### config.mk
export PLATFORM = sky130hd
export DESIGN_NAME = usi2c_ctrl
export DESIGN_NICKNAME = d
export VERILOG_FILES = /design/src/usi2c_pkg.sv /design/src/usi2c_sync.sv /design/src/usi2c_cond_det.sv /design/src/usi2c_ctrl.sv
export VERILOG_INCLUDE_DIRS = /design/src /design/src/src
export SDC_FILE = /design/constraint.sdc
export NUM_CORES = 1
export LEC_CHECK = 0
export BUFFER_PORTS_ARGS = -buffer_cell sky130_fd_sc_hd__buf_2
export CORE_MARGIN = 2
export CORE_UTILIZATION = 51
export CTS_BUF_LIST = sky130_fd_sc_hd__clkbuf_8
export CTS_CLUSTER_SIZE = 10
export DETAILED_ROUTE_END_ITERATION = 6
export GPL_TIMING_DRIVEN = 1
export MAX_ROUTING_LAYER = met4
export PLACE_DENSITY = 0.83
export SYNTH_ARGS = -nofsm -noshare
export SYNTH_HDL_FRONTEND = slang
export SYNTH_SLANG_ARGS = --single-unit
### constraint.sdc
create_clock -name aclk -period 2.9 [get_ports aclk]
set_clock_uncertainty 0.05 [all_clocks]
set_input_delay 0.29 -clock aclk [delete_from_list [all_inputs] [get_ports aclk]]
set_output_delay 0.29 -clock aclk [all_outputs]
set_load 0.1 [all_outputs]
### src/usi2c_regs.svh
/*
 * Register indices, byte addresses, field positions, reset values and timing counts
 * of the simple I2C mode control block.
 * Assumes a 32-bit AXI4-Lite bus with one aligned word for each register.
 */
`ifndef USI2C_REGS_SVH
`define USI2C_REGS_SVH

// ----------------------------------------------------------------
// Register indices (byte address is four times the index)
// ----------------------------------------------------------------
`define USI2C_IDX_SM2 12'h376
`define USI2C_IDX_SM 12'h377
`define USI2C_IDX_SC1 12'h37D
`define USI2C_IDX_IRQ_STAT 12'h380
`define USI2C_IDX_IRQ_EN 12'h381
`define USI2C_IDX_IRQ_CLR 12'h382
`define USI2C_ADDR_W 14

// ----------------------------------------------------------------
// Reset values
// ----------------------------------------------------------------
`define USI2C_RST_SC1 8'h02
`define USI2C_RST_SM 8'h00
`define USI2C_RST_SM2 8'h00

// ----------------------------------------------------------------
// Field positions
// ----------------------------------------------------------------
`define USI2C_SC1_TE 0
`define USI2C_SC1_TI 1
`define USI2C_SC1_RE 2
`define USI2C_SC1_RI 3
`define USI2C_SC1_IRS 4
`define USI2C_SM_I2C_MODE_SELECT 0
`define USI2C_SM_ABC 1
`define USI2C_SM_BBS 2
`define USI2C_SM_SCL_LOW_SYNC_OUTPUT_ENABLE 3
`define USI2C_SM_TOP 7
`define USI2C_SM2_I2C_MODE_SELECT_TWO 0
`define USI2C_SM2_SCL_WAIT_OUTPUT_TWO 5
`define USI2C_SM2_START_STOP_TIMING_CONTROL 7
`define USI2C_IRQ_START 0
`define USI2C_IRQ_STOP 1
`define USI2C_IRQ_C15 2
`define USI2C_IRQ_C16 3
`define USI2C_IRQ_TX 4
`define USI2C_IRQ_N 5

// ----------------------------------------------------------------
// Codes and timing counts
// ----------------------------------------------------------------
`define USI2C_DMA_SEL_ACK 4'hD
`define USI2C_COND_MIN_CYC 6

`endif

### src/usi2c_pkg.sv
/*
 * Shared types of the simple I2C mode control block.
 * Assumes the constants header is compiled alongside.
 */
package usi2c_pkg;
    typedef logic [7:0] usi2c_byte_t;
    typedef enum logic [1:0] {
        USI2C_OKAY = 2'h0,
        USI2C_SLVERR = 2'h2
    } usi2c_resp_e;
endpackage : usi2c_pkg

### src/usi2c_sync.sv
/*
 * Three-stage synchroniser for one pin; output follows once stages two and three agree.
 * Assumes the input is asynchronous to aclk.
 */
`timescale 1ns/1ps
module usi2c_sync import usi2c_pkg::*; #(
    parameter logic RST_VAL = 1'b1
) (
    input wire logic aclk, // Main clock
    input wire logic aresetn, // Synchronous reset, low
    input wire logic pin_i, // Raw pin level
    output logic level_o // Filtered level
);
    logic s1_reg;
    logic s2_reg;
    logic s3_reg;

    always_ff @(posedge aclk) begin
        if (!aresetn) begin
            s1_reg <= RST_VAL;
            s2_reg <= RST_VAL;
            s3_reg <= RST_VAL;
            level_o <= RST_VAL;
        end else begin
            s1_reg <= pin_i;
            s2_reg <= s1_reg;
            s3_reg <= s2_reg;
            if (s2_reg == s3_reg) begin
                level_o <= s3_reg;
            end
        end
    end
endmodule : usi2c_sync

### src/usi2c_cond_det.sv
/*
 * Start and stop condition detector with optional setup/hold qualification.
 * Assumes SCL and SDA are already synchronised to aclk.
 */
`timescale 1ns/1ps
`include "usi2c_regs.svh"
module usi2c_cond_det import usi2c_pkg::*; #(
    parameter int MIN_CYC = `USI2C_COND_MIN_CYC
) (
    input wire logic aclk, // Main clock
    input wire logic aresetn, // Synchronous reset, low
    input wire logic scl, // Synchronised SCL
    input wire logic sda, // Synchronised SDA
    input wire logic timing_en, // Setup/hold qualification on
    output logic start_o, // Start seen, one cycle
    output logic stop_o // Stop seen, one cycle
);
    localparam int CW = $clog2(MIN_CYC + 1);
    localparam logic [CW-1:0] CMAX = CW'(MIN_CYC);

    logic scl_d_reg;
    logic sda_d_reg;
    logic [CW-1:0] setup_reg;
    logic [CW-1:0] hold_reg;
    logic pend_reg;
    logic pend_stop_reg;

    wire scl_steady = scl & scl_d_reg;
    wire sda_edge = scl_steady & (sda != sda_d_reg);
    wire setup_ok = (setup_reg >= CMAX);
    wire pend_abort = pend_reg & (!scl | (sda != sda_d_reg));
    wire hold_done = pend_reg & !pend_abort & (hold_reg == CMAX - CW'(1));
    wire fire_now = sda_edge & !timing_en;

    always_ff @(posedge aclk) begin
        if (!aresetn) begin
            scl_d_reg <= 1'b1;
            sda_d_reg <= 1'b1;
            setup_reg <= '0;
            hold_reg <= '0;
            pend_reg <= 1'b0;
            pend_stop_reg <= 1'b0;
            start_o <= 1'b0;
            stop_o <= 1'b0;
        end else begin
            scl_d_reg <= scl;
            sda_d_reg <= sda;
            if (scl_steady && sda == sda_d_reg && !setup_ok) begin
                setup_reg <= setup_reg + CW'(1);
            end else if (!(scl_steady && sda == sda_d_reg)) begin
                setup_reg <= '0;
            end
            if (sda_edge && timing_en && setup_ok) begin
                pend_reg <= 1'b1;
                pend_stop_reg <= sda;
                hold_reg <= '0;
            end else if (pend_abort || hold_done) begin
                pend_reg <= 1'b0;
            end else if (pend_reg) begin
                hold_reg <= hold_reg + CW'(1);
            end
            start_o <= (fire_now & !sda) | (hold_done & !pend_stop_reg);
            stop_o <= (fire_now & sda) | (hold_done & pend_stop_reg);
        end
    end

    AST_START_LEVELS: assert property (@(posedge aclk) disable iff (!aresetn)
        start_o |-> $past(scl) && !$past(sda))
        else $error("start reported without SDA low under SCL high");
    AST_QUALIFIED_HOLD: assert property (@(posedge aclk) disable iff (!aresetn)
        (start_o || stop_o) && $past(timing_en, 2) && $past(timing_en) |->
            $past(scl, 2) && $past(scl))
        else $error("qualified condition reported without SCL held high");
    COV_START: cover property (@(posedge aclk) disable iff (!aresetn) start_o && timing_en);
endmodule : usi2c_cond_det

### src/usi2c_ctrl.sv
/*
 * Control and status registers of a UART channel run as a simple I2C interface,
 * with an AXI4-Lite slave, bus busy tracking, cause remapping and SCL pin control.
 * Assumes the UART core gives one-cycle event pulses on aclk; SCL/SDA are raw pins.
 */
`timescale 1ns/1ps
`include "usi2c_regs.svh"
module usi2c_ctrl import usi2c_pkg::*; #(
    parameter int COND_MIN_CYC = `USI2C_COND_MIN_CYC
) (
    input wire logic aclk, // Main clock, 50 MHz
    input wire logic aresetn, // Synchronous reset, low
    input wire logic [`USI2C_ADDR_W-1:0] s_axi_awaddr, // Write address
    input wire logic s_axi_awvalid, // Write address valid
    output logic s_axi_awready, // Write address ready
    input wire logic [31:0] s_axi_wdata, // Write data
    input wire logic [3:0] s_axi_wstrb, // Write strobes
    input wire logic s_axi_wvalid, // Write data valid
    output logic s_axi_wready, // Write data ready
    output logic [1:0] s_axi_bresp, // Write response
    output logic s_axi_bvalid, // Write response valid
    input wire logic s_axi_bready, // Write response ready
    input wire logic [`USI2C_ADDR_W-1:0] s_axi_araddr, // Read address
    input wire logic s_axi_arvalid, // Read address valid
    output logic s_axi_arready, // Read address ready
    output logic [31:0] s_axi_rdata, // Read data
    output logic [1:0] s_axi_rresp, // Read response
    output logic s_axi_rvalid, // Read data valid
    input wire logic s_axi_rready, // Read data ready
    input wire logic scl_i, // SCL pin level
    input wire logic sda_i, // SDA pin level
    input wire logic serial_io_active, // Serial function owns pins
    input wire logic uart_clk, // Transfer clock from UART core
    input wire logic tx_buf_written, // Transmit buffer loaded
    input wire logic tx_buf_moved, // Transmit buffer to shift register
    input wire logic tx_reg_empty_evt, // Transmit register went empty
    input wire logic rx_buf_read, // Receive buffer read
    input wire logic rx_last_rise, // Rise of last receive clock
    input wire logic rx_last_fall, // Fall of last receive clock
    input wire logic tx_last_rise, // Rise of last transmit clock
    input wire logic ack_seen, // ACK detected
    input wire logic nack_seen, // NACK detected
    input wire logic arb_bit_evt, // Arbitration check, per bit
    input wire logic arb_byte_evt, // Arbitration check, per byte
    input wire logic [3:0] dma_cause_sel, // DMA request cause selector
    output logic scl_o, // SCL drive value
    output logic scl_oe, // SCL drive enable
    output logic irq, // Interrupt, level
    output logic int_cause15, // Cause 15 pulse
    output logic int_cause16, // Cause 16 pulse
    output logic tx_irq_req, // Transmit interrupt pulse
    output logic dma_req, // DMA request pulse
    output logic rx_buf_load, // Shift to receive buffer pulse
    output logic arb_lost_update, // Arbitration flag update pulse
    output logic start_seen, // Start condition pulse
    output logic stop_seen, // Stop condition pulse
    output usi2c_byte_t sc1_o, // Serial control 1 contents
    output usi2c_byte_t sm_o, // Special mode contents
    output usi2c_byte_t sm2_o // Special mode 2 contents
);
    // ----------------------------------------------------------------
    // Pin sampling and condition detection
    // ----------------------------------------------------------------
    logic scl_s;
    logic sda_s;
    logic start_evt;
    logic stop_evt;

    usi2c_sync #(.RST_VAL(1'b1)) u_scl_sync (
        .aclk(aclk), .aresetn(aresetn), .pin_i(scl_i), .level_o(scl_s));
    usi2c_sync #(.RST_VAL(1'b1)) u_sda_sync (
        .aclk(aclk), .aresetn(aresetn), .pin_i(sda_i), .level_o(sda_s));
    usi2c_cond_det #(.MIN_CYC(COND_MIN_CYC)) u_cond (
        .aclk(aclk), .aresetn(aresetn), .scl(scl_s), .sda(sda_s),
        .timing_en(sm2_o[`USI2C_SM2_START_STOP_TIMING_CONTROL]), .start_o(start_evt), .stop_o(stop_evt));

    // ----------------------------------------------------------------
    // Bus slave handshake
    // ----------------------------------------------------------------
    logic aw_have_reg;
    logic w_have_reg;
    logic [`USI2C_ADDR_W-1:0] waddr_reg;
    logic [7:0] wbyte_reg;
    logic wlane_reg;
    logic [4:0] irq_stat_reg;
    logic [4:0] irq_en_reg;

    wire aw_take = s_axi_awvalid & s_axi_awready;
    wire w_take = s_axi_wvalid & s_axi_wready;
    wire do_wr = aw_have_reg & w_have_reg & !s_axi_bvalid;
    wire aw_have_next = (aw_have_reg | aw_take) & !do_wr;
    wire w_have_next = (w_have_reg | w_take) & !do_wr;
    wire ar_take = s_axi_arvalid & s_axi_arready;
    wire rvalid_next = ar_take | (s_axi_rvalid & !s_axi_rready);

    function automatic logic [`USI2C_ADDR_W-1:0] idx_addr(input logic [11:0] idx);
        idx_addr = {idx, 2'b00};
    endfunction : idx_addr

    function automatic logic mapped(input logic [`USI2C_ADDR_W-1:0] a);
        mapped = a == idx_addr(`USI2C_IDX_SC1) || a == idx_addr(`USI2C_IDX_SM)
            || a == idx_addr(`USI2C_IDX_SM2) || a == idx_addr(`USI2C_IDX_IRQ_STAT)
            || a == idx_addr(`USI2C_IDX_IRQ_EN) || a == idx_addr(`USI2C_IDX_IRQ_CLR);
    endfunction : mapped

    wire wr_en = do_wr & wlane_reg;
    wire wr_sc1 = wr_en & (waddr_reg == idx_addr(`USI2C_IDX_SC1));
    wire wr_sm = wr_en & (waddr_reg == idx_addr(`USI2C_IDX_SM));
    wire wr_sm2 = wr_en & (waddr_reg == idx_addr(`USI2C_IDX_SM2));
    wire wr_ien = wr_en & (waddr_reg == idx_addr(`USI2C_IDX_IRQ_EN));
    wire wr_iclr = wr_en & (waddr_reg == idx_addr(`USI2C_IDX_IRQ_CLR));

    // Clear register is write-only and reads as zero
    wire [7:0] rd_byte =
        (s_axi_araddr == idx_addr(`USI2C_IDX_SC1)) ? sc1_o :
        (s_axi_araddr == idx_addr(`USI2C_IDX_SM)) ? {1'b0, sm_o[6:0]} :
        (s_axi_araddr == idx_addr(`USI2C_IDX_SM2)) ? sm2_o :
        (s_axi_araddr == idx_addr(`USI2C_IDX_IRQ_STAT)) ? {3'h0, irq_stat_reg} :
        (s_axi_araddr == idx_addr(`USI2C_IDX_IRQ_EN)) ? {3'h0, irq_en_reg} : 8'h00;

    always_ff @(posedge aclk) begin
        if (!aresetn) begin
            aw_have_reg <= 1'b0;
            w_have_reg <= 1'b0;
            s_axi_awready <= 1'b1;
            s_axi_wready <= 1'b1;
            s_axi_bvalid <= 1'b0;
            s_axi_bresp <= USI2C_OKAY;
            s_axi_arready <= 1'b1;
            s_axi_rvalid <= 1'b0;
            s_axi_rdata <= 32'h0;
            s_axi_rresp <= USI2C_OKAY;
            waddr_reg <= '0;
            wbyte_reg <= 8'h00;
            wlane_reg <= 1'b0;
        end else begin
            aw_have_reg <= aw_have_next;
            w_have_reg <= w_have_next;
            s_axi_awready <= !aw_have_next;
            s_axi_wready <= !w_have_next;
            if (aw_take) begin
                waddr_reg <= s_axi_awaddr;
            end
            if (w_take) begin
                wbyte_reg <= s_axi_wdata[7:0];
                wlane_reg <= s_axi_wstrb[0];
            end
            if (do_wr) begin
                s_axi_bvalid <= 1'b1;
                s_axi_bresp <= mapped(waddr_reg) ? USI2C_OKAY : USI2C_SLVERR;
            end else if (s_axi_bready) begin
                s_axi_bvalid <= 1'b0;
            end
            s_axi_rvalid <= rvalid_next;
            s_axi_arready <= !rvalid_next;
            if (ar_take) begin
                s_axi_rdata <= {24'h0, rd_byte};
                s_axi_rresp <= mapped(s_axi_araddr) ? USI2C_OKAY : USI2C_SLVERR;
            end
        end
    end

    // ----------------------------------------------------------------
    // Event remapping
    // ----------------------------------------------------------------
    wire mode_i2c = sm_o[`USI2C_SM_I2C_MODE_SELECT];
    wire mode_two = sm2_o[`USI2C_SM2_I2C_MODE_SELECT_TWO];
    wire both_modes = mode_i2c & mode_two;
    wire rx_load_evt = mode_two ? rx_last_fall : rx_last_rise;
    wire c15_evt = mode_two ? tx_last_rise : nack_seen;
    wire c16_evt = mode_two ? rx_last_fall : ack_seen;
    wire dma_evt = (dma_cause_sel == `USI2C_DMA_SEL_ACK) & (mode_two ? rx_last_fall : ack_seen);
    wire tx_sel_evt = sc1_o[`USI2C_SC1_IRS] ? tx_reg_empty_evt : tx_buf_moved;
    wire tx_evt = both_modes ? c15_evt : tx_sel_evt;
    wire arb_evt = sm_o[`USI2C_SM_ABC] ? arb_byte_evt : arb_bit_evt;
    wire [4:0] irq_evt = {tx_evt, c16_evt, c15_evt, stop_evt, start_evt};

    // ----------------------------------------------------------------
    // Registers and flags
    // ----------------------------------------------------------------
    // Set beats clear on every hardware flag so no event is lost
    wire ti_next = tx_buf_moved | (sc1_o[`USI2C_SC1_TI] & !tx_buf_written);
    wire ri_next = rx_load_evt | (sc1_o[`USI2C_SC1_RI] & !rx_buf_read);
    wire bbs_next = start_evt | (sm_o[`USI2C_SM_BBS] & !stop_evt
        & !(wr_sm & !wbyte_reg[`USI2C_SM_BBS]));
    wire [7:0] sc1_sw = wr_sc1 ? wbyte_reg : sc1_o;
    wire [7:0] sm_sw = wr_sm ? wbyte_reg : sm_o;
    wire [7:0] sc1_next = {sc1_sw[7:4], ri_next, sc1_sw[2], ti_next, sc1_sw[0]};
    wire [7:0] sm_next = {1'b0, sm_sw[6:3], bbs_next, sm_sw[1:0]};
    wire [4:0] stat_next = irq_evt | (irq_stat_reg & ~(wr_iclr ? wbyte_reg[4:0] : 5'h00));

    always_ff @(posedge aclk) begin
        if (!aresetn) begin
            sc1_o <= `USI2C_RST_SC1;
            sm_o <= `USI2C_RST_SM;
            sm2_o <= `USI2C_RST_SM2;
            irq_stat_reg <= 5'h00;
            irq_en_reg <= 5'h00;
            irq <= 1'b0;
        end else begin
            sc1_o <= sc1_next;
            sm_o <= sm_next;
            if (wr_sm2) begin
                sm2_o <= wbyte_reg;
            end
            if (wr_ien) begin
                irq_en_reg <= wbyte_reg[4:0];
            end
            irq_stat_reg <= stat_next;
            irq <= |(stat_next & (wr_ien ? wbyte_reg[4:0] : irq_en_reg));
        end
    end

    // ----------------------------------------------------------------
    // Event outputs and SCL drive
    // ----------------------------------------------------------------
    wire i2c_active = mode_i2c & serial_io_active;
    // Low sync only tracks the bus when port logic owns the pin
    wire scl_low_sync_output_enable_drive = !serial_io_active & sm_o[`USI2C_SM_SCL_LOW_SYNC_OUTPUT_ENABLE] & !scl_s;
    wire ser_drive = sm2_o[`USI2C_SM2_SCL_WAIT_OUTPUT_TWO] | !uart_clk;
    wire scl_oe_next = i2c_active ? ser_drive : scl_low_sync_output_enable_drive;

    always_ff @(posedge aclk) begin
        if (!aresetn) begin
            scl_o <= 1'b0;
            scl_oe <= 1'b0;
            int_cause15 <= 1'b0;
            int_cause16 <= 1'b0;
            tx_irq_req <= 1'b0;
            dma_req <= 1'b0;
            rx_buf_load <= 1'b0;
            arb_lost_update <= 1'b0;
            start_seen <= 1'b0;
            stop_seen <= 1'b0;
        end else begin
            scl_o <= 1'b0;
            scl_oe <= scl_oe_next;
            int_cause15 <= c15_evt;
            int_cause16 <= c16_evt;
            tx_irq_req <= tx_evt;
            dma_req <= dma_evt;
            rx_buf_load <= rx_load_evt;
            arb_lost_update <= arb_evt;
            start_seen <= start_evt;
            stop_seen <= stop_evt;
        end
    end

    // ----------------------------------------------------------------
    // Checks
    // ----------------------------------------------------------------
    AST_RESET_SC1: assert property (@(posedge aclk)
        $past(!aresetn) && aresetn |-> sc1_o == 8'h02 && sm_o == 8'h00)
        else $error("control registers off their reset values");
    AST_BUSY_SET: assert property (@(posedge aclk) disable iff (!aresetn)
        start_evt |=> sm_o[2] && start_seen)
        else $error("busy flag not set by start");
    AST_BUSY_CLR: assert property (@(posedge aclk) disable iff (!aresetn)
        stop_evt && !start_evt |=> !sm_o[2] ##1 !sm_o[2] || $past(start_evt))
        else $error("busy flag not cleared by stop");
    AST_TOP_ZERO: assert property (@(posedge aclk) disable iff (!aresetn)
        ar_take && s_axi_araddr == 14'hDDC |=> s_axi_rvalid && !s_axi_rdata[7])
        else $error("special mode top bit read non-zero");
    AST_RX_LOAD: assert property (@(posedge aclk) disable iff (!aresetn)
        sm2_o[0] && rx_last_fall |=> rx_buf_load && sc1_o[3])
        else $error("receive buffer load on wrong edge");
    AST_CAUSE15: assert property (@(posedge aclk) disable iff (!aresetn)
        !sm2_o[0] && nack_seen && !tx_last_rise |=> int_cause15)
        else $error("cause 15 missed NACK");
    AST_RX_IRQ: assert property (@(posedge aclk) disable iff (!aresetn)
        !sm2_o[0] && rx_last_fall && !ack_seen |=> !int_cause16)
        else $error("receive interrupt on fall in mode two off");
    AST_DMA: assert property (@(posedge aclk) disable iff (!aresetn)
        dma_cause_sel == 4'hD && !sm2_o[0] && ack_seen |=> dma_req)
        else $error("DMA request missed ACK");
    AST_TX_SEL: assert property (@(posedge aclk) disable iff (!aresetn)
        !(sm_o[0] && sm2_o[0]) && sc1_o[4] && tx_buf_moved && !tx_reg_empty_evt
            |=> !tx_irq_req)
        else $error("transmit interrupt from unselected source");
    AST_ARB: assert property (@(posedge aclk) disable iff (!aresetn)
        sm_o[1] && arb_bit_evt && !arb_byte_evt |=> !arb_lost_update)
        else $error("arbitration update per bit in byte policy");
    AST_SCL_WAIT_OUTPUT_TWO: assert property (@(posedge aclk) disable iff (!aresetn)
        sm_o[0] && serial_io_active && sm2_o[5] |=> scl_oe && !scl_o)
        else $error("SCL not forced low");
    AST_SCL_LOW_SYNC_OUTPUT_ENABLE: assert property (@(posedge aclk) disable iff (!aresetn)
        serial_io_active && !sm_o[0] && sm_o[3] |=> !scl_oe)
        else $error("low sync active under serial control");
    COV_START_STOP: cover property (@(posedge aclk) disable iff (!aresetn)
        start_evt ##[1:1000] stop_evt);
    COV_MODE2_RX: cover property (@(posedge aclk) disable iff (!aresetn)
        sm2_o[0] && rx_last_fall);
    COV_DMA: cover property (@(posedge aclk) disable iff (!aresetn) dma_req);
    COV_IRQ: cover property (@(posedge aclk) disable iff (!aresetn) irq);
endmodule : usi2c_ctrl

======== Word-level counts from Yosys, hierarchy flattened ========
Index checks and enable logic that the tools add are counted.
storage, ports and cells
  word-level logic and storage cells ...... 179
  output and inout bits ................... 76
  bits in registers ....................... 105
  bits of input ports ..................... 90
operators by class
  equal/unequal tests ..................... 19
  add/sub/neg operators ................... 2
  order comparisons ....................... 1
  mux-type cells .......................... 22
  reductions and logical operators ........ 39
  bitwise logic cells ..................... 50
operators with widths
  kind                                              number
  == test 14 x 12 -> 1 bit (second input constant)  12
  AND 1 bit                                         34
  two-way mux 8 bit                                 3
  two-way mux 5 bit                                 4
  zero test 1 bit                                   19
  logical OR 1 bit                                  11
  two-way mux 1 bit                                 11
  AND 5 bit                                         2
  bitwise OR 1 bit                                  10
  adder 3 x 1 -> 3 bit (second input constant)      2
  two-way mux 3 bit                                 2
  NOT 5 bit                                         1
  bitwise OR 5 bit                                  1
  OR reduction 5 bit                                1
  == test 4 bit (second input constant)             1
  logical AND 1 bit                                 4
  two-way mux 2 bit                                 2
  nonzero test 2 bit                                2
  == test 1 bit                                     3
  == test 3 bit (second input constant)             1
  >= comparator 3 bit (second input constant)       1
  != test 2 bit (second input constant)             1
  NOT 1 bit                                         2
  AND reduction 2 bit                               1
  2 further kinds                                   2

======== Depth between registers and ports, before layout ========
  depth in word-level cells ............... 10
  mapped depth ............................ 7
  gate-level depth less buffers ........... 7

======== By module ========
Synthesis repeated with hierarchy kept, for this count alone.
second synthesis, totals
  cell total of the unflattened synthesis .. 492
  area total of the unflattened synthesis .. 4520.6 um^2
modules (own cells, without submodules)
  module          area each (um^2)  seq. area each (um^2)  cells an instance  times used
  usi2c_ctrl      3737.3            1661.6                 411                1
  usi2c_cond_det  558.0             240.2                  61                 1
  usi2c_sync      112.6             80.1                   10                 2

======== Worst setup path before layout ========
OpenSTA, ideal clock, no wires.
  path kind ............................... register to register
  from .................................... register s_axi_bvalid
  to ...................................... register irq
  data required time ...................... 2.725 ns
  library setup time ...................... 0.125 ns
  cell stages (with the launch flop) ...... 7
  arrival ................................. 2.265 ns
  clock period less this slack ............ 2.440 ns
  path buffers ............................ 0
  slack ................................... 0.460 ns
  path through ............................ dfxtp_1 > and4b_2 > and4bb_4 > nand2_4 > mux2i_1 > nor2_1 > o41a_1
on the way
  longest elaborated chain between the ends .. 10
  elaborated cells on any way between the ends .. 12
  classes of those cells .................. 2 x mux; 8 x bitwise; 2 x reduce/logical
RTL lines
  element                   RTL line           source
  start: declaration        usi2c_ctrl.sv:21   output logic s_axi_bvalid,
  start signal: assignment  usi2c_ctrl.sv:127  s_axi_bvalid <= 1'b0;
  start signal: assignment  usi2c_ctrl.sv:149  s_axi_bvalid <= 1'b1;
  start signal: assignment  usi2c_ctrl.sv:152  s_axi_bvalid <= 1'b0;
  zero test 1 bit *         usi2c_ctrl.sv:90   wire do_wr = aw_have_reg & w_have_reg & !s_axi_bvalid;
  AND 1 bit *               usi2c_ctrl.sv:90
  AND 1 bit *               usi2c_ctrl.sv:106  wire wr_en = do_wr & wlane_reg;
  AND 1 bit                 usi2c_ctrl.sv:111  wire wr_iclr = wr_en & (waddr_reg == idx_addr(`USI2C_IDX_IRQ_CLR));
  two-way mux 5 bit         usi2c_ctrl.sv:190  wire [4:0] stat_next = irq_evt | (irq_stat_reg & ~(wr_iclr ? wbyte_reg[4:0] : 5'h00));
  NOT 5 bit                 usi2c_ctrl.sv:190
  AND 5 bit                 usi2c_ctrl.sv:190
  bitwise OR 5 bit          usi2c_ctrl.sv:190
  AND 5 bit *               usi2c_ctrl.sv:210  irq <= |(stat_next & (wr_ien ? wbyte_reg[4:0] : irq_en_reg));
  OR reduction 5 bit *      usi2c_ctrl.sv:210
  end signal: assignment    usi2c_ctrl.sv:210
  end: declaration          usi2c_ctrl.sv:48   output logic irq,
Every way passes the cells marked *; elsewhere a longest branch is shown, timed or not.
A chain may end at the register's enable or synchronous reset.

======== Worst setup path in the final report ========
  from .................................... register waddr_reg[5]
  to ...................................... register irq
on the way
  longest elaborated chain between the ends .. 8
  elaborated cells on any way between the ends .. 11
  classes of those cells .................. 2 x eq/ne; 2 x mux; 6 x bitwise; 1 x reduce/logical
RTL lines
  element                   RTL line           source
  start: declaration        usi2c_ctrl.sv:82   logic [`USI2C_ADDR_W-1:0] waddr_reg;
  start signal: assignment  usi2c_ctrl.sv:142  waddr_reg <= s_axi_awaddr;
  == test 14 x 12 -> 1 bit  usi2c_ctrl.sv:111
  AND 1 bit                 usi2c_ctrl.sv:111
  two-way mux 5 bit         usi2c_ctrl.sv:190
  NOT 5 bit                 usi2c_ctrl.sv:190
  AND 5 bit                 usi2c_ctrl.sv:190
  bitwise OR 5 bit          usi2c_ctrl.sv:190
  AND 5 bit *               usi2c_ctrl.sv:210
  OR reduction 5 bit *      usi2c_ctrl.sv:210
Marks and branches as above.

==> flow_summary.yaml <==
outcome:
  status: "complete, no violations"
detailed_routing:
  wire_per_inst_um: 14.2
  vias_per_cell: 5.28
  drc: 0
  wl_um: 10000
  first_iter_violations: 215
  vias: 3735
  firstDrtPassIters: 4
  ant_nets: 0
placed_design:
  place_ws_ns: 0.649
  dp_hpwl_um: 7530
  gp_congestion: 0.816
  portBuffers: 110
yosys:
  syn_area_per_cell_um2: 8.79
  yosysWarnings: 0
  ys_types: 53
  syn_inst: 496
  synth_ff_type: "dfxtp_1"
  synth-seq-cells: 103
  yosysSeqAreaShare: 0.473
  synth-edff-count: 0
  netlist_area_um2: 4360
  async_flop_share: 0
timing:
  rsz0062_at_grt: "false"
  fin_ws_ns: 0.632
  hold_viol: 0
  min_period_ns: 2.27
  tightest_slew_ns: 1.11
  finalSetupViolations: 0
  relSlewSlack: 0.261
  slew_violations: 0
  fin_worst_hold_slack_ns: 0.0449
  setup_tns_ns: 0
  max_freq_mhz: 441
  post-route-period-util: 0.782
setup_path:
  critPathCaptureType: "flip-flop"
  cp.required_ns: 3.11
  worst_path_max_delay_cell: "or4_4"
  path_cells: "or4_4 > and4bb_4 > nand2_4 > mux2i_1 > nor2_1 > o41a_1"
  critPathLaunchType: "flip-flop"
  crit_fanout: 6
  crit_type: "flip-flop to flip-flop"
  path_buf_inv: 0
  crit_arrival_ns: 2.47
  cp_top_family: "simple AND/OR/NAND/NOR gates"
  cpPeakStageDelay_ns: 0.52
global_route:
  grt_pass1_vias: 3358
  grt_first_pass_wirelength_um: 15500
  grt_usage: 0.225
  grt_start_max_net_pins: 69
  antenna_found_initial: 0
  overflow: 0
clocking:
  tritoncts.num_buffers: 9
  clk_latency_ns: 0.37
  cts_tree: "yes"
  post-cts-setup-buffers: 0
  h-tree-depth: 3
  clk_path_buf_depth: 2
  cts_root_buf: "clkbuf_8"
  clock-sinks: 103
  cts_resized: 0
  postCtsHoldBufs: 0
  clkTransAtPathRegs_ns: 0.10
worst_hold_path:
  hp-class: "primary input to flip-flop"
pwr:
  p_per_area_nw_per_um2: 593
  ir_drop_mv: 0.347
  total_power_w: 0.00303
  power_leakage_nw: 2.22
floorplan:
  start_util: 0.528
  std_cell_rows: 33
  core-area_um2: 8260
  dieWidth_um: 96.5
  io_pins: 166
  dieHeight_um: 96.5
  die_area_um2: 9300
final_layout:
  fillers: 706
  diodes: 0
  largest_reg_flops: 14
  num-nets-final: 691
  area_growth_pct: 17.1
  drive_above_1_share: 0.233
flow_run:
  max_cap_violations: 0
==> synthesized netlist by cell type, types with 3 or more instances <==
master	n	area share
buf_4	29	0.050
nand3b_1	3	0.0052
nand2b_1	13	0.019
dfxtp_1	103	0.47
nand4_1	5	0.0072
and2_1	6	0.0086
ha_1	4	0.011
a21oi_1	40	0.046
nand2_1	62	0.053
mux2i_1	39	0.090
a31oi_1	5	0.0072
nor2b_1	3	0.0043
nand3_1	9	0.010
a211oi_1	4	0.0069
o22a_1	3	0.0060
a311oi_1	3	0.0060
inv_1	11	0.0095
o21ai_0	10	0.011
nor3b_1	3	0.0052
clkbuf_1	19	0.016
nor3_1	6	0.0069
nor2_1	72	0.062
a21boi_1	3	0.0052
xnor2_1	3	0.0060
and3_1	4	0.0057
==> worst reg2reg max path, stage by stage (launching register included) <==
cell and delay [ns]:
dfxtp_1 0.36, or4_4 0.52, and4bb_4 0.42, nand2_4 0.10, mux2i_1 0.21, nor2_1 0.08, o41a_1 0.42
==> layout by cell type (no fill, tap or decap), types with 10 or more instances in the layout <==
master	count
a21oi_1	40
buf_2	110
clkbuf_8	10
conb_1	28
dfxtp_1	103
inv_1	11
mux2i_1	39
nand2_1	62
nand2b_1	13
nor2_1	72
o21ai_0	10
==> where the power goes <==
| group | total [W] | leakage [nW] | internal [W] | switching [W] |
|---|---|---|---|---|
| clock network | 0.00100 | 0.109 | 0.000514 | 0.000489 |
| registers | 0.00151 | 0.841 | 0.00147 | 0.0000416 |
| logic | 0.000515 | 1.27 | 0.000101 | 0.000414 |
==> final timing paths <==
kind                                        start                 to  slack (ns)  cells after the start
worst max register to register       waddr_reg[5]                irq        0.63                      6
worst min register to register  u_sda_sync.s1_reg  u_sda_sync.s2_reg        0.37                      1
worst max-delay path                 waddr_reg[5]                irq        0.63                      6
worst min-delay path                        scl_i  u_scl_sync.s1_reg        0.04                      2
==> logic make-up after synthesis <==
group,share of synthesized area
flops,0.473
buf+inv,0.0784
compound gates,0.112
mux,0.0896
xor+xnor,0.00804
other cells,0.000860
fa+ha+maj,0.0115
simple gates,0.227
==> routing by layer <==
layer,global-route usage,routed length (um)
met5,-,0
met4,0.108,286
met3,0.0497,701
met2,0.367,4870
met1,0.265,4190
==> layout make-up <==
cell class	instances	area (um2)	area share
Multi-Input combinational cell	358	2060	0.404
Tap cell	105	131	0.0257
Sequential cell	103	2060	0.404
Inverter	12	45.0	0.00882
Timing Repair Buffer	113	573	0.112
Clock buffer	10	138	0.0270
Clock inverter	6	92.6	0.0181
==> stage by stage <==
stage / cell area (um2) / utilization / cells
finish: 5100 / 0.618 / 707
global route: 5100 / 0.618 / 707
CTS: 5100 / 0.618 / 707
detailed placement: 4870 / 0.590 / 691
global placement: 4870 / 0.590 / 691
floorplan: 4460 / - / 523
Power figures use the tool's default switching activity.
